$ cat src/hw/trig_pkg.sv
// package: constants and types of the acquisition trigger unit
package trig_pkg;

  // ==========================================================
  // register map (byte offsets on the avalon slave)
  localparam logic [4:0] OFS_CTRL   = 5'h00;
  localparam logic [4:0] OFS_DELAY  = 5'h04;
  localparam logic [4:0] OFS_ADCLVL = 5'h08;
  localparam logic [4:0] OFS_MAGLVL = 5'h0c;
  localparam logic [4:0] OFS_STATUS = 5'h10;

  // control fields
  localparam int CTRL_TYPE_LSB = 0;
  localparam int CTRL_SLOPE    = 3;
  localparam int CTRL_GEN      = 4;
  localparam int CTRL_FMT_LSB  = 5;
  localparam int CTRL_BEGIN    = 8;
  localparam int CTRL_LINE     = 9;
  localparam int CTRL_STOP     = 10;

  // status fields
  localparam int STAT_BADPAR = 8;
  localparam int STAT_TRIGD  = 9;

  // ==========================================================
  // trigger types, formats and widths
  localparam logic [2:0] TYPE_USER = 3'h0;
  localparam logic [2:0] TYPE_ADC  = 3'h1;
  localparam logic [2:0] TYPE_EXT  = 3'h2;
  localparam logic [2:0] TYPE_MAG  = 3'h3;
  localparam logic [2:0] TYPE_IMM  = 3'h4;
  localparam logic [1:0] FMT_C32   = 2'h0;
  localparam logic [1:0] FMT_R32   = 2'h1;
  localparam logic [1:0] FMT_R16   = 2'h2;
  localparam int ADC_W  = 24;
  localparam int LVL_SH = ADC_W - 9;
  localparam int CNT_W  = 32;

  // ==========================================================
  // delay limits and hysteresis, buffer of eight megabytes
  localparam logic signed [31:0] BUFFER_BYTES = 32'sh0080_0000;
  localparam logic signed [31:0] POST_MAX  = 32'sh00ff_ff9c;
  localparam logic signed [31:0] PRE_C32 = 32'sh0000_0084 - BUFFER_BYTES / 8;
  localparam logic signed [31:0] PRE_R32 = 32'sh0000_00a4 - BUFFER_BYTES / 4;
  localparam logic signed [31:0] PRE_R16 = 32'sh0000_00e4 - BUFFER_BYTES / 2;
  localparam logic signed [ADC_W-1:0] ADC_HYST = 24'sh00_4000;
  localparam logic signed [15:0] MAG_HYST = 16'sh0002;

  // ==========================================================
  // reset values
  localparam logic signed [8:0] ADCLVL_RST = 9'sh000;
  localparam logic signed [9:0] MAGLVL_RST = -10'sd128;
  localparam logic signed [31:0] DELAY_RST = 32'sh0000_0000;

  typedef struct packed {
    logic [1:0] fmt;
    logic       gen;
    logic       slope;
    logic [2:0] ttype;
  } trig_cfg_t;

  localparam trig_cfg_t CFG_RST = '{fmt: 2'h0, gen: 1'b1, slope: 1'b0,
                                     ttype: 3'h4};

  typedef enum logic [3:0] {
    ST_IDLE = 4'h1,
    ST_TRIG = 4'h2,
    ST_POST = 4'h4,
    ST_COLL = 4'h8
  } meas_state_t;

endpackage : trig_pkg

$ cat src/hw/acquisition_trigger_unit.sv
// module: trigger decision, sync line handling and delay counting
//
// Summary of operation
// trigger raised only in trigger state with sync line released by all.
// own trigger ends our pull on sync line, its release signals all.
// type 0 makes no own trigger but starts when sync is pulled/released.
// host starts, waits for trigger state, then pulls sync itself.
// type 1 compares raw converter samples with the sample threshold.
// type 2 triggers on transitions of the front-panel trigger input.
// type 3 triggers on log magnitude of the zoomed complex signal.
// type 4 triggers at once on entering the trigger state.
// delay counts output samples; negative keeps pre-trigger samples.
// pre-trigger depth limited by buffer size per data format.
// out-of-range delay flags bad parameter but is stored anyway.
// sample threshold is full scale times signed level over 256.
// sample comparison has hysteresis, one trigger per crossing.
// magnitude threshold in 0.3762874 dB steps, level -349 to 19.
// slope 0 triggers rising, slope 1 falling.
// generate-enable 0 blocks own triggers, others still trigger.
// all modules on the sync line start on the same trigger.
// sync driven synchronously to the sample clock, off its edge.
// multi-input setups use backplane ecl lines zero and one.
// reset gives immediate, delay 0, levels 0 and -128, rising, gen on.
// signed sample counter: post delay discards, pre delay keeps history.
//
// Chosen here: register access over Avalon-MM and the address map.
`timescale 1ns/1ps
module acquisition_trigger_unit (
  // clock, reset, enable
  input  wire logic                         mclk,
  input  wire logic                         rst,
  input  wire logic                         ce,
  // avalon-mm slave
  input  wire logic [4:0]                   avs_address,
  input  wire logic                         avs_read,
  input  wire logic                         avs_write,
  input  wire logic [31:0]                  avs_writedata,
  output logic      [31:0]                  avs_readdata,
  output logic                              avs_waitrequest,
  // signal sources
  input  wire logic signed [trig_pkg::ADC_W-1:0] adc_sample,
  input  wire logic                         adc_valid,
  input  wire logic signed [15:0]           mag_log,
  input  wire logic                         mag_valid,
  input  wire logic                         ext_trig_in,
  input  wire logic                         out_valid,
  // shared sync line, open collector
  input  wire logic                         sync_in,
  output logic                              sync_out,
  output logic                              sync_oe,
  // buffer control
  output logic                              store_enable,
  output logic                              record_start,
  output logic      [trig_pkg::CNT_W-1:0]   rewind_count
);

  // ==========================================================
  // settings and state
  trig_pkg::trig_cfg_t   cfg;
  trig_pkg::meas_state_t state;
  logic signed [31:0]    delay;
  logic signed [8:0]     adclevel;
  logic signed [9:0]     maglevel;
  logic                  line_pull;
  logic                  bad_param;
  logic                  trigd;
  logic                  ack;
  logic                  hold;
  logic                  own_done;
  logic                  saw_low;
  logic                  adc_armed;
  logic                  mag_armed;
  logic                  ext_prev;
  logic [trig_pkg::CNT_W-1:0] cnt;
  logic [trig_pkg::CNT_W-1:0] hist;

  // ==========================================================
  // bus decode
  wire access   = avs_read | avs_write;
  wire wr       = avs_write & ack & ce;
  wire wr_ctrl  = wr & (avs_address == trig_pkg::OFS_CTRL);
  wire wr_delay = wr & (avs_address == trig_pkg::OFS_DELAY);
  wire wr_adc   = wr & (avs_address == trig_pkg::OFS_ADCLVL);
  wire wr_mag   = wr & (avs_address == trig_pkg::OFS_MAGLVL);
  wire wr_stat  = wr & (avs_address == trig_pkg::OFS_STATUS);
  wire cmd_begin = wr_ctrl & avs_writedata[trig_pkg::CTRL_BEGIN];
  wire cmd_stop  = wr_ctrl & avs_writedata[trig_pkg::CTRL_STOP];
  wire signed [31:0] wdata_s = avs_writedata;
  // begin uses the fields written with it, not the old settings
  wire [2:0] new_type = avs_writedata[trig_pkg::CTRL_TYPE_LSB +: 3];
  wire       new_gen  = avs_writedata[trig_pkg::CTRL_GEN];
  wire       new_own  = new_gen & (new_type != trig_pkg::TYPE_USER) &
                        (new_type != trig_pkg::TYPE_IMM);

  // waitrequest drops one cycle after a request appears
  assign avs_waitrequest = access & ~ack;

  // ==========================================================
  // helpers
  function automatic logic slope_hit(input logic armed, input logic above,
                                     input logic slope);
    slope_hit = armed & (slope ? ~above : above);
  endfunction : slope_hit

  function automatic logic signed [31:0] pre_limit(input logic [1:0] fmt);
    case (fmt)
      trig_pkg::FMT_C32: pre_limit = trig_pkg::PRE_C32;
      trig_pkg::FMT_R32: pre_limit = trig_pkg::PRE_R32;
      default:           pre_limit = trig_pkg::PRE_R16;
    endcase
  endfunction : pre_limit

  // delay range check against the widest format limit
  wire delay_bad = (wdata_s < trig_pkg::PRE_C32) |
                   (wdata_s > trig_pkg::POST_MAX);

  // ==========================================================
  // thresholds
  wire signed [trig_pkg::ADC_W-1:0] adc_thr =
    trig_pkg::ADC_W'(adclevel) <<< trig_pkg::LVL_SH;
  wire signed [trig_pkg::ADC_W:0] adc_x   =
    (trig_pkg::ADC_W+1)'(adc_sample);
  wire signed [trig_pkg::ADC_W:0] adc_t   = (trig_pkg::ADC_W+1)'(adc_thr);
  wire signed [trig_pkg::ADC_W:0] adc_h   =
    (trig_pkg::ADC_W+1)'(trig_pkg::ADC_HYST);
  wire adc_above = adc_x >= adc_t;
  wire adc_below = adc_x <  adc_t - adc_h;
  wire adc_high  = adc_x >  adc_t + adc_h;
  wire signed [15:0] mag_thr = 16'(maglevel);
  wire mag_above = mag_log >= mag_thr;
  wire mag_below = mag_log <  mag_thr - trig_pkg::MAG_HYST;
  wire mag_high  = mag_log >  mag_thr + trig_pkg::MAG_HYST;

  // event per source, all gated by slope
  wire adc_ev = adc_valid & slope_hit(adc_armed, adc_above,
                                      cfg.slope);
  wire mag_ev = mag_valid & slope_hit(mag_armed, mag_above, cfg.slope);
  wire ext_ev = (ext_trig_in != ext_prev) &
                (cfg.slope ? ~ext_trig_in : ext_trig_in);

  // selected own event
  wire own_ev = (cfg.ttype == trig_pkg::TYPE_ADC) ? adc_ev :
                (cfg.ttype == trig_pkg::TYPE_EXT) ? ext_ev :
                (cfg.ttype == trig_pkg::TYPE_MAG) ? mag_ev : 1'b0;

  // ==========================================================
  // trigger decision on the shared line
  wire in_trig   = state == trig_pkg::ST_TRIG;
  wire can_gen   = cfg.gen & (cfg.ttype != trig_pkg::TYPE_USER);
  wire fire = in_trig & sync_in & ~sync_oe & (own_done | saw_low);
  wire signed [31:0] lim   = pre_limit(cfg.fmt);
  wire signed [31:0] eff_d = (delay < lim) ? lim : delay;
  wire [31:0] pre_depth    = 32'(-eff_d);
  wire pre_mode = eff_d < 0;

  // line driven only from clocked state, so it moves right after mclk
  assign sync_out = 1'b0;
  assign sync_oe  = (in_trig & hold) | line_pull;

  // ==========================================================
  // register writes
  always_ff @(posedge mclk or posedge rst) begin
    if (rst) begin
      cfg      <= trig_pkg::CFG_RST;
      delay    <= trig_pkg::DELAY_RST;
      adclevel <= trig_pkg::ADCLVL_RST;
      maglevel <= trig_pkg::MAGLVL_RST;
      line_pull <= 1'b0;
    end else if (ce) begin
      if (wr_ctrl) begin
        cfg.ttype <= avs_writedata[trig_pkg::CTRL_TYPE_LSB +: 3];
        cfg.slope <= avs_writedata[trig_pkg::CTRL_SLOPE];
        cfg.gen   <= avs_writedata[trig_pkg::CTRL_GEN];
        cfg.fmt   <= avs_writedata[trig_pkg::CTRL_FMT_LSB +: 2];
        line_pull <= avs_writedata[trig_pkg::CTRL_LINE];
      end
      if (wr_delay)
        delay <= wdata_s;
      if (wr_adc)
        adclevel <= avs_writedata[8:0];
      if (wr_mag)
        maglevel <= avs_writedata[9:0];
    end
  end

  // ==========================================================
  // bus answer and sticky flags, set wins over clear
  always_ff @(posedge mclk or posedge rst) begin
    if (rst) begin
      ack       <= 1'b0;
      bad_param <= 1'b0;
      trigd     <= 1'b0;
    end else if (ce) begin
      ack <= access & ~ack;
      if (wr_delay & delay_bad)
        bad_param <= 1'b1;
      else if (wr_stat & avs_writedata[trig_pkg::STAT_BADPAR])
        bad_param <= 1'b0;
      if (fire)
        trigd <= 1'b1;
      else if (wr_stat & avs_writedata[trig_pkg::STAT_TRIGD])
        trigd <= 1'b0;
    end
  end

  // read data mux
  wire [31:0] rd_ctrl = {21'h0, 1'b0, line_pull, 2'h0, cfg.fmt, cfg.gen,
                         cfg.slope, cfg.ttype};
  wire [31:0] rd_stat = {22'h0, trigd, bad_param, 4'h0, state};
  wire [31:0] rd_mux =
    (avs_address == trig_pkg::OFS_CTRL)   ? rd_ctrl :
    (avs_address == trig_pkg::OFS_DELAY)  ? delay :
    (avs_address == trig_pkg::OFS_ADCLVL) ? 32'(adclevel) :
    (avs_address == trig_pkg::OFS_MAGLVL) ? 32'(maglevel) :
    (avs_address == trig_pkg::OFS_STATUS) ? rd_stat : 32'h0;

  always_ff @(posedge mclk or posedge rst) begin
    if (rst)
      avs_readdata <= 32'h0;
    else if (ce & avs_read & ~ack)
      avs_readdata <= rd_mux;
  end

  // ==========================================================
  // source edge trackers, hysteresis re-arm for sample and magnitude
  always_ff @(posedge mclk or posedge rst) begin
    if (rst) begin
      adc_armed <= 1'b0;
      mag_armed <= 1'b0;
      ext_prev  <= 1'b0;
    end else if (ce) begin
      ext_prev <= ext_trig_in;
      if (adc_valid)
        adc_armed <= adc_ev ? 1'b0 :
                     (cfg.slope ? adc_high : adc_below) | adc_armed;
      if (mag_valid)
        mag_armed <= mag_ev ? 1'b0 :
                     (cfg.slope ? mag_high : mag_below) | mag_armed;
    end
  end

  // ==========================================================
  // measurement state machine and delay counter
  always_ff @(posedge mclk or posedge rst) begin
    if (rst) begin
      state        <= trig_pkg::ST_IDLE;
      hold         <= 1'b0;
      own_done     <= 1'b0;
      saw_low      <= 1'b0;
      cnt          <= '0;
      hist         <= '0;
      record_start <= 1'b0;
      rewind_count <= '0;
    end else if (ce) begin
      record_start <= 1'b0;
      if (cmd_stop) begin
        state <= trig_pkg::ST_IDLE;
        hold  <= 1'b0;
      end else if (cmd_begin) begin
        state    <= trig_pkg::ST_TRIG;
        hold     <= new_own;
        own_done <= new_gen & (new_type == trig_pkg::TYPE_IMM);
        saw_low  <= 1'b0;
        hist     <= '0;
      end else begin
        case (state)
          trig_pkg::ST_IDLE: begin
            hold <= 1'b0;
          end
          trig_pkg::ST_TRIG: begin
            if (~sync_in)
              saw_low <= 1'b1;
            if (hold & can_gen & own_ev) begin
              hold     <= 1'b0;
              own_done <= 1'b1;
            end
            if (pre_mode & out_valid & (hist < pre_depth))
              hist <= hist + 32'h1;
            if (fire) begin
              hold <= 1'b0;
              if (eff_d > 0) begin
                state <= trig_pkg::ST_POST;
                cnt   <= 32'(eff_d);
              end else begin
                state        <= trig_pkg::ST_COLL;
                record_start <= 1'b1;
                rewind_count <= pre_mode ? hist : 32'h0;
              end
            end
          end
          trig_pkg::ST_POST: begin
            if (out_valid) begin
              cnt <= cnt - 32'h1;
              if (cnt == 32'h1) begin
                state        <= trig_pkg::ST_COLL;
                record_start <= 1'b1;
                rewind_count <= 32'h0;
              end
            end
          end
          trig_pkg::ST_COLL: begin
            hold <= 1'b0;
          end
          default: begin
            state <= trig_pkg::ST_IDLE;
          end
        endcase
      end
    end
  end

  // buffer writes: history while waiting in pre mode, then the record
  assign store_enable = (state == trig_pkg::ST_COLL) |
                        (in_trig & pre_mode);

endmodule : acquisition_trigger_unit

$ cat config.mk
export PLATFORM = sky130hd
export DESIGN_NAME = acquisition_trigger_unit
export DESIGN_NICKNAME = d
export VERILOG_FILES = /design/src/hw/trig_pkg.sv /design/src/hw/acquisition_trigger_unit.sv
export SDC_FILE = /design/constraint.sdc
export NUM_CORES = 1
export LEC_CHECK = 0
export BUFFER_PORTS_ARGS = -buffer_cell sky130_fd_sc_hd__buf_2
export CORE_MARGIN = 4
export CORE_UTILIZATION = 40
export DETAILED_ROUTE_END_ITERATION = 12
export GPL_ROUTABILITY_DRIVEN = 0
export SETUP_SLACK_MARGIN = 0.4
export SKIP_LAST_GASP = 1
export SYNTH_ARGS = -nofsm -noshare
export SYNTH_HDL_FRONTEND = slang
export SYNTH_SLANG_ARGS = --single-unit
$ cat constraint.sdc
create_clock -name mclk -period 6.3 [get_ports mclk]
set_input_delay 0.945 -clock mclk [delete_from_list [all_inputs] [get_ports mclk]]
set_output_delay 0.945 -clock mclk [all_outputs]
set_load 0.05 [all_outputs]
After elaboration in Yosys (flattened, before gate mapping)
Cells that the tools add are included.
{"block": "word_totals", "reg_bits": 201, "elab_cells": 202}
{"block": "op_classes", "reduce_logical": 27, "n_bitwise": 47, "addsub": 7, "n_lt_le_gt_ge": 12, "n_eq_ne": 27, "mux": 59}
{"op": "32-bit two-way mux", "n": 16}
{"op": "32-bit one-hot mux with 2 select lines", "n": 2}
{"op": "32-bit < comparator", "n": 2}
{"op": "22-bit one-hot mux with 2 select lines", "n": 1}
{"op": "1-bit bitwise AND", "n": 33}
{"op": "32-bit by 1-bit adder with 32-bit output (second input constant)", "n": 1}
{"op": "32-bit by 1-bit == test with 1-bit output (second input constant)", "n": 1}
{"op": "32-bit by 1-bit > comparator with 1-bit output (second input constant)", "n": 1}
{"op": "32-bit by 25-bit > comparator with 1-bit output (second input constant)", "n": 1}
{"op": "32-bit by 1-bit < comparator with 1-bit output (second input constant)", "n": 1}
{"op": "32-bit by 21-bit < comparator with 1-bit output (second input constant)", "n": 1}
{"op": "32-bit negator", "n": 1}
{"op": "32-bit by 1-bit subtractor with 32-bit output (second input constant)", "n": 1}
{"op": "1-bit two-way mux", "n": 30}
{"op": "24-bit by 16-bit adder with 25-bit output (second input constant)", "n": 1}
{"op": "24-bit by 25-bit > comparator with 1-bit output", "n": 1}
{"op": "24-bit by 25-bit < comparator with 1-bit output", "n": 1}
{"op": "24-bit by 16-bit subtractor with 25-bit output (second input constant)", "n": 1}
{"op": "24-bit greater-or-equal comparator", "n": 1}
{"op": "4-bit two-way mux", "n": 6}
{"op": "16-bit by 10-bit greater-or-equal comparator with 1-bit output", "n": 1}
{"op": "16-bit by 11-bit > comparator with 1-bit output", "n": 1}
{"op": "16-bit by 11-bit < comparator with 1-bit output", "n": 1}
{"op": "2-bit AND reduction", "n": 8}
{"op": "other kinds (37)", "n": 65}

Longest topological paths before layout
Gate-level depths: netlist of the first run.
{"block": "logic_depth", "ltp_word": 14, "mapped_depth": 32, "ltp_nobuf": 28}

Worst setup path after synthesis of the first run
OpenSTA, ideal clock, no wires.
{"block": "synth_timing", "path_kind": "flip-flop to flip-flop", "startpoint": "register cfg[6] in the netlist's numbering", "endpoint": "register hist[6] in the netlist's numbering", "setup_slack_ns": 0.430, "t_required_ns": 6.180, "path_stages_with_launch": 32, "path_buffers": 4, "arrival_time_ns": 5.750, "synth_period_minus_slack_ns": 5.870, "path_cell_list": "dfrtp_1 -> nor2_1 -> ha_1 -> o31a_1 -> o21a_1 -> o21ai_0 -> nand3_1 -> a21o_1 -> a21oi_1 -> or4_1 -> ha_1 -> buf_4 -> inv_1 -> clkbuf_1 -> nand2_1 -> ha_1 -> nand3_1 -> or3_2 -> nor4_1 -> nand3b_1 -> or3_1 -> nand3_1 -> ha_1 -> nand4_1 -> nor3_1 -> and3_1 -> a221oi_2 -> and2_0 -> buf_2 -> buf_4 -> a21oi_1 -> a31o_1"}
{"block": "synth_via", "elab_chain_len": 9}
{"item": "start, declared", "line": "acquisition_trigger_unit.sv:59", "source": "trig_pkg::trig_cfg_t cfg;"}
{"item": "start signal, assigned", "line": "acquisition_trigger_unit.sv:164", "source": "cfg <= trig_pkg::CFG_RST;"}
{"item": "2-bit by 1-bit == test with 1-bit output / 2-bit logical NOT (equally long branches)", "line": "acquisition_trigger_unit.sv:106", "source": "case (fmt)"}
{"item": "22-bit one-hot mux with 2 select lines (*)", "line": "acquisition_trigger_unit.sv:106"}
{"item": "32-bit < comparator", "line": "acquisition_trigger_unit.sv:152", "source": "wire signed [31:0] eff_d = (delay < lim) ? lim : delay;"}
{"item": "32-bit two-way mux (*)", "line": "acquisition_trigger_unit.sv:152"}
{"item": "32-bit negator / 32-bit by 1-bit < comparator with 1-bit output (equally long branches)", "line": "acquisition_trigger_unit.sv:153, acquisition_trigger_unit.sv:154"}
{"item": "32-bit < comparator / 1-bit bitwise AND (equally long branches)", "line": "acquisition_trigger_unit.sv:277", "source": "if (pre_mode & out_valid & (hist < pre_depth))"}
{"item": "1-bit bitwise AND (*)", "line": "acquisition_trigger_unit.sv:277"}
{"item": "2-bit nonzero test (no source line) (*)"}
{"item": "4-bit AND reduction (no source line) (*)"}
{"item": "end signal, assigned", "line": "acquisition_trigger_unit.sv:278", "source": "hist <= hist + 32'h1;"}
{"item": "end, declared", "line": "acquisition_trigger_unit.sv:75", "source": "logic [trig_pkg::CNT_W-1:0] hist;"}
Every way passes the cells marked *; elsewhere a longest branch is shown, timed or not.
A chain may end at the register's enable or synchronous reset.

Final worst setup path of the first run
{"block": "layout_timing", "startpoint": "register cfg[6] in the netlist's numbering", "endpoint": "register hist[17] in the netlist's numbering"}
The elaborated chain is that of the path after synthesis.

==> results.cfg, run 1 <==
[power]
report.power.total_mw = 3.92
max-vdd-ir-drop_uv = 198
cell_internal_power_mw = 2.60
share_comb_of_total_power = 0.280
p_sw_mw = 1.32
power_density_mw_per_mm2 = 248
switching_share = 0.337
flop_pwr_share = 0.378
share_clk_of_total_power = 0.341
p_leak_nw = 7.69

[synthesis]
synth_area_in_compound_gates = 0.150
synth.distinct_cells = 90
synth_top_family_by_area = simple AND/OR/NAND/NOR gates
postSynthCellCount = 1544
yosys_warnings = 0
synth_enable_flop_cells = 0
post_synth_mux_area_share = 0.0596
synth_adder_area_share = 0.100
synthesis.area_mm2 = 0.0135
synth_area_in_simple_gates = 0.230
synth_async_sr_flop_share = 1.00
synth-xor-area-share = 0.0454
synthesis.area_per_instance_um2 = 8.74
synthesis.nets = 1739
synth.yosys.seq_area_share = 0.373
synth-seq-cells = 201
ys.flop_type = sky130_fd_sc_hd__dfrtp_1

[detailed_routing]
drt.antenna.violating_nets = 0
drt_first_iter_violations = 977
avgViaCountPerCell = 5.58
dr_total_vias = 12100
totalWireLength_um = 41100
wire_per_inst_um = 18.9
remaining_drc_errors = 0
drt_first_pass_iters = 6

[cells_and_area]
final-seq-area_mm2 = 0.00504
net_total_in_the_final_layout = 1903
drive_gt1_frac = 0.217
final.fill_count = 3249
final_core_utilization = 0.474
multi_input_area_mm2 = 0.00804
area_growth_syn_to_layout_pct = 17.4
final_cell_count_no_fill = 2173
num_antenna_cells = 0

[cts]
numClockSinks = 201
cts-root-to-sink-buffers = 3
ctsRootBufferMaster = sky130_fd_sc_hd__clkbuf_16
clock_latency_ns = 0.53
clock_tree_from_tritoncts = done
clk_pin_slew_worst_paths_ns = 0.06
cts_max_level = 1
numCtsBuffers = 23

[worst_setup_path]
timing.critical_path.max_delay_family = simple AND/OR/NAND/NOR gates
setup.worst_path.start_class = register
worst_setup_path_startpoint = cfg[6]$_DFFE_PP0P_
worst-r2r-cell-count = 28
cp-end-kind = register
r2r_setup_slk_ns = 0.55
critical_path.max_fanout = 6
worst_path_largest_cell_delay_ns = 0.45
crit_arrival_ns = 6.19
worst-path-buf-inv = 3
worstSetupPathType = register to register
cp_num_cells = 28
cp_data_required_time_ns = 6.74
timing.rr.start = cfg[6]$_DFFE_PP0P_
r2r_end = hist[17]$_DFFE_PP0P_
critPathSlowestCell = sky130_fd_sc_hd__or3_4

[floorplanning]
initial_utilization = 0.404
fp.dieW_um = 192
fp.coreArea_mm2 = 0.0334
design.portCount = 156
die_area_mm2 = 0.0367
row_count = 67
fp.dieH_um = 192

[sta]
finClkSkew_ns = 0.0191
setup_violations = 0
worst_slew_margin_rel = 0.277
final.setup.tns_ns = 0
period_needed_ns = 5.75
final_hold_viol_count = 0
final_max_slew_viol_count = 0
maxClockFrequency_mhz = 174
setup_ws_ns = 0.550
rsz0062_at_grt = false
layout_worst_path_cycle_share = 0.913
slew_at_the_pin_with_the_worst_max_slew_slack_ns = 1.09

[worst_hold_path]
hold_path_class = primary input to async pin

[place]
preCtsSetupSlack_ns = 0.205
dp_hpwl_um = 30800
place.port_buffers = 154
dp.cells = 2112

[global_route]
gr-total-overflow = 0
grt_start_max_net_pins = 112
wire_length_of_the_first_global_routing_pass_um = 64500
grt_antenna_before_repair = 0
first_global_vias = 11700
total_track_usage = 0.218

[status]
run_status = completed

[job]
timing.max_cap.violations = 0
-- how the worst max path moves through the flow --
stage | endpoint | slack (ns)
floorplan | hist[6]$_DFFE_PP0P_ | 0.43
global placement | hist[30]$_DFFE_PP0P_ | 0.33
detailed placement | hist[31]$_DFFE_PP0P_ | 0.20
CTS | hist[30]$_DFFE_PP0P_ | 0.44
global route | hist[31]$_DFFE_PP0P_ | 0.32
finish | hist[17]$_DFFE_PP0P_ | 0.55
-- layer usage --
layer  up-vias  track usage  part of all wire
li1       5902            -                 -
met1      5783        0.315              0.45
met2       370        0.351              0.46
met3        69       0.0273             0.062
met4         0       0.0522             0.026
met5         -            0                 0
-- cells in the mapped netlist, types with 5 or more instances --
library cell	number	area, um^2
sky130_fd_sc_hd__a211oi_1	10	75.1
sky130_fd_sc_hd__a21o_1	15	113
sky130_fd_sc_hd__a21oi_1	90	450
sky130_fd_sc_hd__a22oi_1	14	105
sky130_fd_sc_hd__a31o_2	5	43.8
sky130_fd_sc_hd__a31oi_1	10	62.6
sky130_fd_sc_hd__and3_1	15	93.8
sky130_fd_sc_hd__buf_2	13	65.1
sky130_fd_sc_hd__buf_4	5	37.5
sky130_fd_sc_hd__clkbuf_1	48	180
sky130_fd_sc_hd__dfrtp_1	195	4880
sky130_fd_sc_hd__dfstp_2	6	158
sky130_fd_sc_hd__ha_1	108	1350
sky130_fd_sc_hd__inv_1	45	169
sky130_fd_sc_hd__mux2_2	51	574
sky130_fd_sc_hd__mux2i_1	14	140
sky130_fd_sc_hd__nand2_1	206	773
sky130_fd_sc_hd__nand2b_1	15	93.8
sky130_fd_sc_hd__nand3_1	76	380
sky130_fd_sc_hd__nand3b_1	6	45.0
sky130_fd_sc_hd__nand4_1	39	244
sky130_fd_sc_hd__nor2_1	141	529
sky130_fd_sc_hd__nor2b_1	8	50.1
sky130_fd_sc_hd__nor3_1	51	255
sky130_fd_sc_hd__nor4_1	26	163
sky130_fd_sc_hd__o21ai_0	125	626
sky130_fd_sc_hd__o22a_1	6	52.6
sky130_fd_sc_hd__o22ai_1	6	37.5
sky130_fd_sc_hd__o31ai_1	7	52.6
sky130_fd_sc_hd__or2_2	6	37.5
sky130_fd_sc_hd__or3_1	8	50.1
sky130_fd_sc_hd__or4_1	6	45.0
sky130_fd_sc_hd__xnor2_1	38	333
sky130_fd_sc_hd__xor2_1	32	280
-- metrics by stage --
| stage | area [um^2] | hold WS (ns) |
|---|---|---|
| 6_report | 15800 | 0.441 |
| 5_1_grt | 15800 | 0.471 |
| 4_1_cts | 15600 | 0.444 |
| 3_5_place_dp | 14800 | 0.450 |
| 3_3_place_gp | 14800 | 0.446 |
| 2_1_floorplan | 13500 | 0.457 |
-- placed cells by master, fill, tap and decap left out, drive strengths merged, types with 45 or more instances in the layout --
cell / n
nor3: 51
dfrtp: 195
inv: 45
nor2: 141
ha: 108
nand2: 206
o21ai: 127
nand3: 76
buf: 216
a21oi: 90
mux2: 51
-- flip-flops by register name, summed over array words and instances, names as in the netlist, 4 cells and up --
name	flops
adclevel	9
avs_readdata	32
cnt	32
delay	32
state	4
rewind_count	32
maglevel	10
cfg	7
hist	32
-- repair_timing --
| action | CTS | global route |
|---|---|---|
| hold endpoints to repair | 0 | 0 |
| setup endpoints to repair | 28 | 32 |
| hold buffers | 0 | 0 |
| setup buffers | 0 | 18 |
| pin swaps | 1 | 15 |
| gates cloned | 0 | 1 |
| resized for setup | 10 | 24 |
-- cell type report --
cell class,count,area share
flip-flops and latches,201,0.318
multi-input cells,1219,0.508
inverters,47,0.0114
well taps,448,0.0354
clock buffers,34,0.0427
repair buffers,216,0.0794
clock inverters,8,0.00506
-- logic make-up after synthesis --
kind of cell             Yosys count
buffers and inverters            124
XOR/XNOR                          70
flip-flops                       201
adder cells (fa/ha/maj)          108
multiplexers                      69
AO/OA/AOI/OAI                    332
other                              1
AND/OR/NAND/NOR                  639
-- power groups by stage --
stage | combinational, mW | clock (mW) | sequential (mW)
6_report | 1.10 | 1.34 | 1.48
5_1_grt | 1.22 | 1.43 | 1.50
4_1_cts | 1.06 | 1.37 | 1.48
3_5_place_dp | 1.04 | 0 | 1.50
3_3_place_gp | 1.03 | 0 | 1.50
2_1_floorplan | 0.689 | 0 | 1.53
-- worst register-to-register path: cells and delay by family, from the launching register on --
| family | cells | cell delay [ns] |
|---|---|---|
| buf+inv | 3 | 0.44 |
| fa+ha+maj | 3 | 0.84 |
| simple gates | 12 | 2.52 |
| xor+xnor | 1 | 0.19 |
| compound gates | 9 | 1.27 |
| flops | 1 | 0.42 |
Note: power is estimated with default switching activity, not from simulation.
==> run 2, diff against run 1 <==
- RECOVER_POWER: default -> 50
==> run 2 against run 1 <==
The flow now finishes with violations (capacitance limit, slew limit). Largest power group unchanged. Sequential power hardly changed. Core utilization decreased by 0.18 points. Routed wire length increased by 0.14%. Cell count unchanged. Setup slack worse by 0.0050 ns. Critical path depth is the same. Critical endpoint unchanged. Non-clock buffer count unchanged.
==> results.cfg, run 2 (synthesized netlist as in run 1, its figures left out) <==
[sta]
rsz0062_at_grt = false
slew_at_the_pin_with_the_worst_max_slew_slack_ns = 4.05
final_hold_viol_count = 0
maxClockFrequency_mhz = 174
layout_worst_path_cycle_share = 0.914
worst_slew_margin_rel = -1.70
finClkSkew_ns = 0.0210
period_needed_ns = 5.76
final_max_slew_viol_count = 226
final.setup.tns_ns = 0
setup_violations = 0

[place]
place.port_buffers = 154
dp.cells = 2112
dp_hpwl_um = 30800

[floorplanning]
initial_utilization = 0.404
design.portCount = 156
fp.dieW_um = 192
fp.coreArea_mm2 = 0.0334
die_area_mm2 = 0.0367
fp.dieH_um = 192
row_count = 67

[detailed_routing]
avgViaCountPerCell = 5.61
drt.antenna.violating_nets = 0
drt_first_pass_iters = 6
dr_total_vias = 12200
wire_per_inst_um = 18.9
remaining_drc_errors = 0
drt_first_iter_violations = 952
totalWireLength_um = 41200

[global_route]
first_global_vias = 11700
total_track_usage = 0.218
grt_antenna_before_repair = 0
gr-total-overflow = 0
grt_start_max_net_pins = 112
wire_length_of_the_first_global_routing_pass_um = 64500

[cells_and_area]
drive_gt1_frac = 0.202
area_growth_syn_to_layout_pct = 16.9
final_cell_mix = sky130_fd_sc_hd__nand2_1 (205), sky130_fd_sc_hd__dfrtp_1 (193), sky130_fd_sc_hd__nor2_1 (135), sky130_fd_sc_hd__buf_2 (134), sky130_fd_sc_hd__o21ai_0 (122)
final_core_utilization = 0.472
net_total_in_the_final_layout = 1903
num_antenna_cells = 0
final_common_cell = sky130_fd_sc_hd__nand2_1
final_cell_count_no_fill = 2173

[cts]
clock_latency_ns = 0.53
post_cts_hold_buffer_count = 0
numClockSinks = 201
cts-root-to-sink-buffers = 3
clock_tree_from_tritoncts = done
ctsRootBufferMaster = sky130_fd_sc_hd__clkbuf_16
clk_pin_slew_worst_paths_ns = 0.06
cts_max_level = 1
numCtsBuffers = 23

[status]
violated_checks = capacitance limit, slew limit
run_status = complete, but fails checks

[worst_setup_path]
cp-end-kind = register
critical_path.max_fanout = 6
cp_data_required_time_ns = 6.74
worst-path-buf-inv = 2
critPathSlowestCell = sky130_fd_sc_hd__or3_4
crit_arrival_ns = 6.19
setup.worst_path.start_class = register
worst_path_largest_cell_delay_ns = 0.45
worstSetupPathType = register to register
timing.critical_path.max_delay_family = simple AND/OR/NAND/NOR gates

[power]
flop_pwr_share = 0.379
p_leak_nw = 7.59
max-vdd-ir-drop_uv = 199
report.power.total_mw = 3.92
p_sw_mw = 1.32
share_clk_of_total_power = 0.341
switching_share = 0.338
share_comb_of_total_power = 0.280
power_density_mw_per_mm2 = 249
cell_internal_power_mw = 2.60

[worst_hold_path]
hold_path_class = register to register

[job]
timing.max_cap.violations = 3
## run 2: changes by cell type in the layout (fill, tap and decap cells not counted)
cell	previous run	this run
sky130_fd_sc_hd__clkbuf_1	5	29
sky130_fd_sc_hd__buf_2	155	134
sky130_fd_sc_hd__buf_4	57	54
sky130_fd_sc_hd__buf_12	1	0
sky130_fd_sc_hd__clkbuf_2	0	1
sky130_fd_sc_hd__clkinvlp_2	0	1
sky130_fd_sc_hd__clkinvlp_4	1	0
sky130_fd_sc_hd__nor4_1	22	23
sky130_fd_sc_hd__nor4_2	8	7
## run 2: final cells by class
cell class              count  area [um^2]
clock buffers              34          677
clock inverters             8         80.1
fillers                  3262        17700
inverters                  47          178
multi-input cells        1219         8040
flip-flops and latches    201         5040
well taps                 448          561
repair buffers            216         1200
## run 2: layer usage
| metal | track usage | share of wire |
|---|---|---|
| met5 | 0 | 0 |
| met4 | 0.0522 | 0.026 |
| met3 | 0.0273 | 0.061 |
| met2 | 0.351 | 0.46 |
| met1 | 0.315 | 0.45 |
## run 2: worst paths after layout
path / startpoint / to / slack (ns) / cells after the start
max: cfg[6]$_DFFE_PP0P_ / hist[17]$_DFFE_PP0P_ / 0.54 / 28
min reg2reg: rewind_count[19]$_DFFE_PP0P_ / rewind_count[19]$_DFFE_PP0P_ / 0.46 / 2
max reg2reg: cfg[6]$_DFFE_PP0P_ / hist[17]$_DFFE_PP0P_ / 0.54 / 28
min in group asynchronous: rst / rewind_count[12]$_DFFE_PP0P_ / 0.55 / 2
min: rewind_count[19]$_DFFE_PP0P_ / rewind_count[19]$_DFFE_PP0P_ / 0.46 / 2
max in group asynchronous: rst / cnt[20]$_DFFE_PP0P_ / 1.47 / 3
## run 2: tightest hold or removal path, stage by stage (launching register included)
cell	delay (ns)
sky130_fd_sc_hd__dfrtp_1	0.34
sky130_fd_sc_hd__nand2_1	0.05
sky130_fd_sc_hd__nand2_1	0.05
## run 2: power by group through the flow
| stage | sequential (mW) | clock, mW | combinational [mW] |
|---|---|---|---|
| after floorplan | 1.53 | 0 | 0.689 |
| after global placement | 1.50 | 0 | 1.03 |
| after detailed placement | 1.50 | 0 | 1.04 |
| after CTS | 1.48 | 1.37 | 1.06 |
| after global routing | 1.50 | 1.43 | 1.22 |
| final | 1.49 | 1.34 | 1.10 |
## run 2: metrics by stage
step	setup slack (ns)	hold WS, ns	instance area (um^2)
floorplan	0.430	0.457	13500
global placement	0.327	0.446	14800
detailed placement	0.205	0.450	14800
CTS	0.441	0.444	15600
global route	0.322	0.493	15800
finish	0.545	0.462	15800
## run 2: what timing repair did
action | in CTS | in global routing
setup endpoints to repair | 28 | 32
setup buffers | 0 | 18
cloned | 0 | 1
resized for setup | 10 | 24
pin swaps | 1 | 15
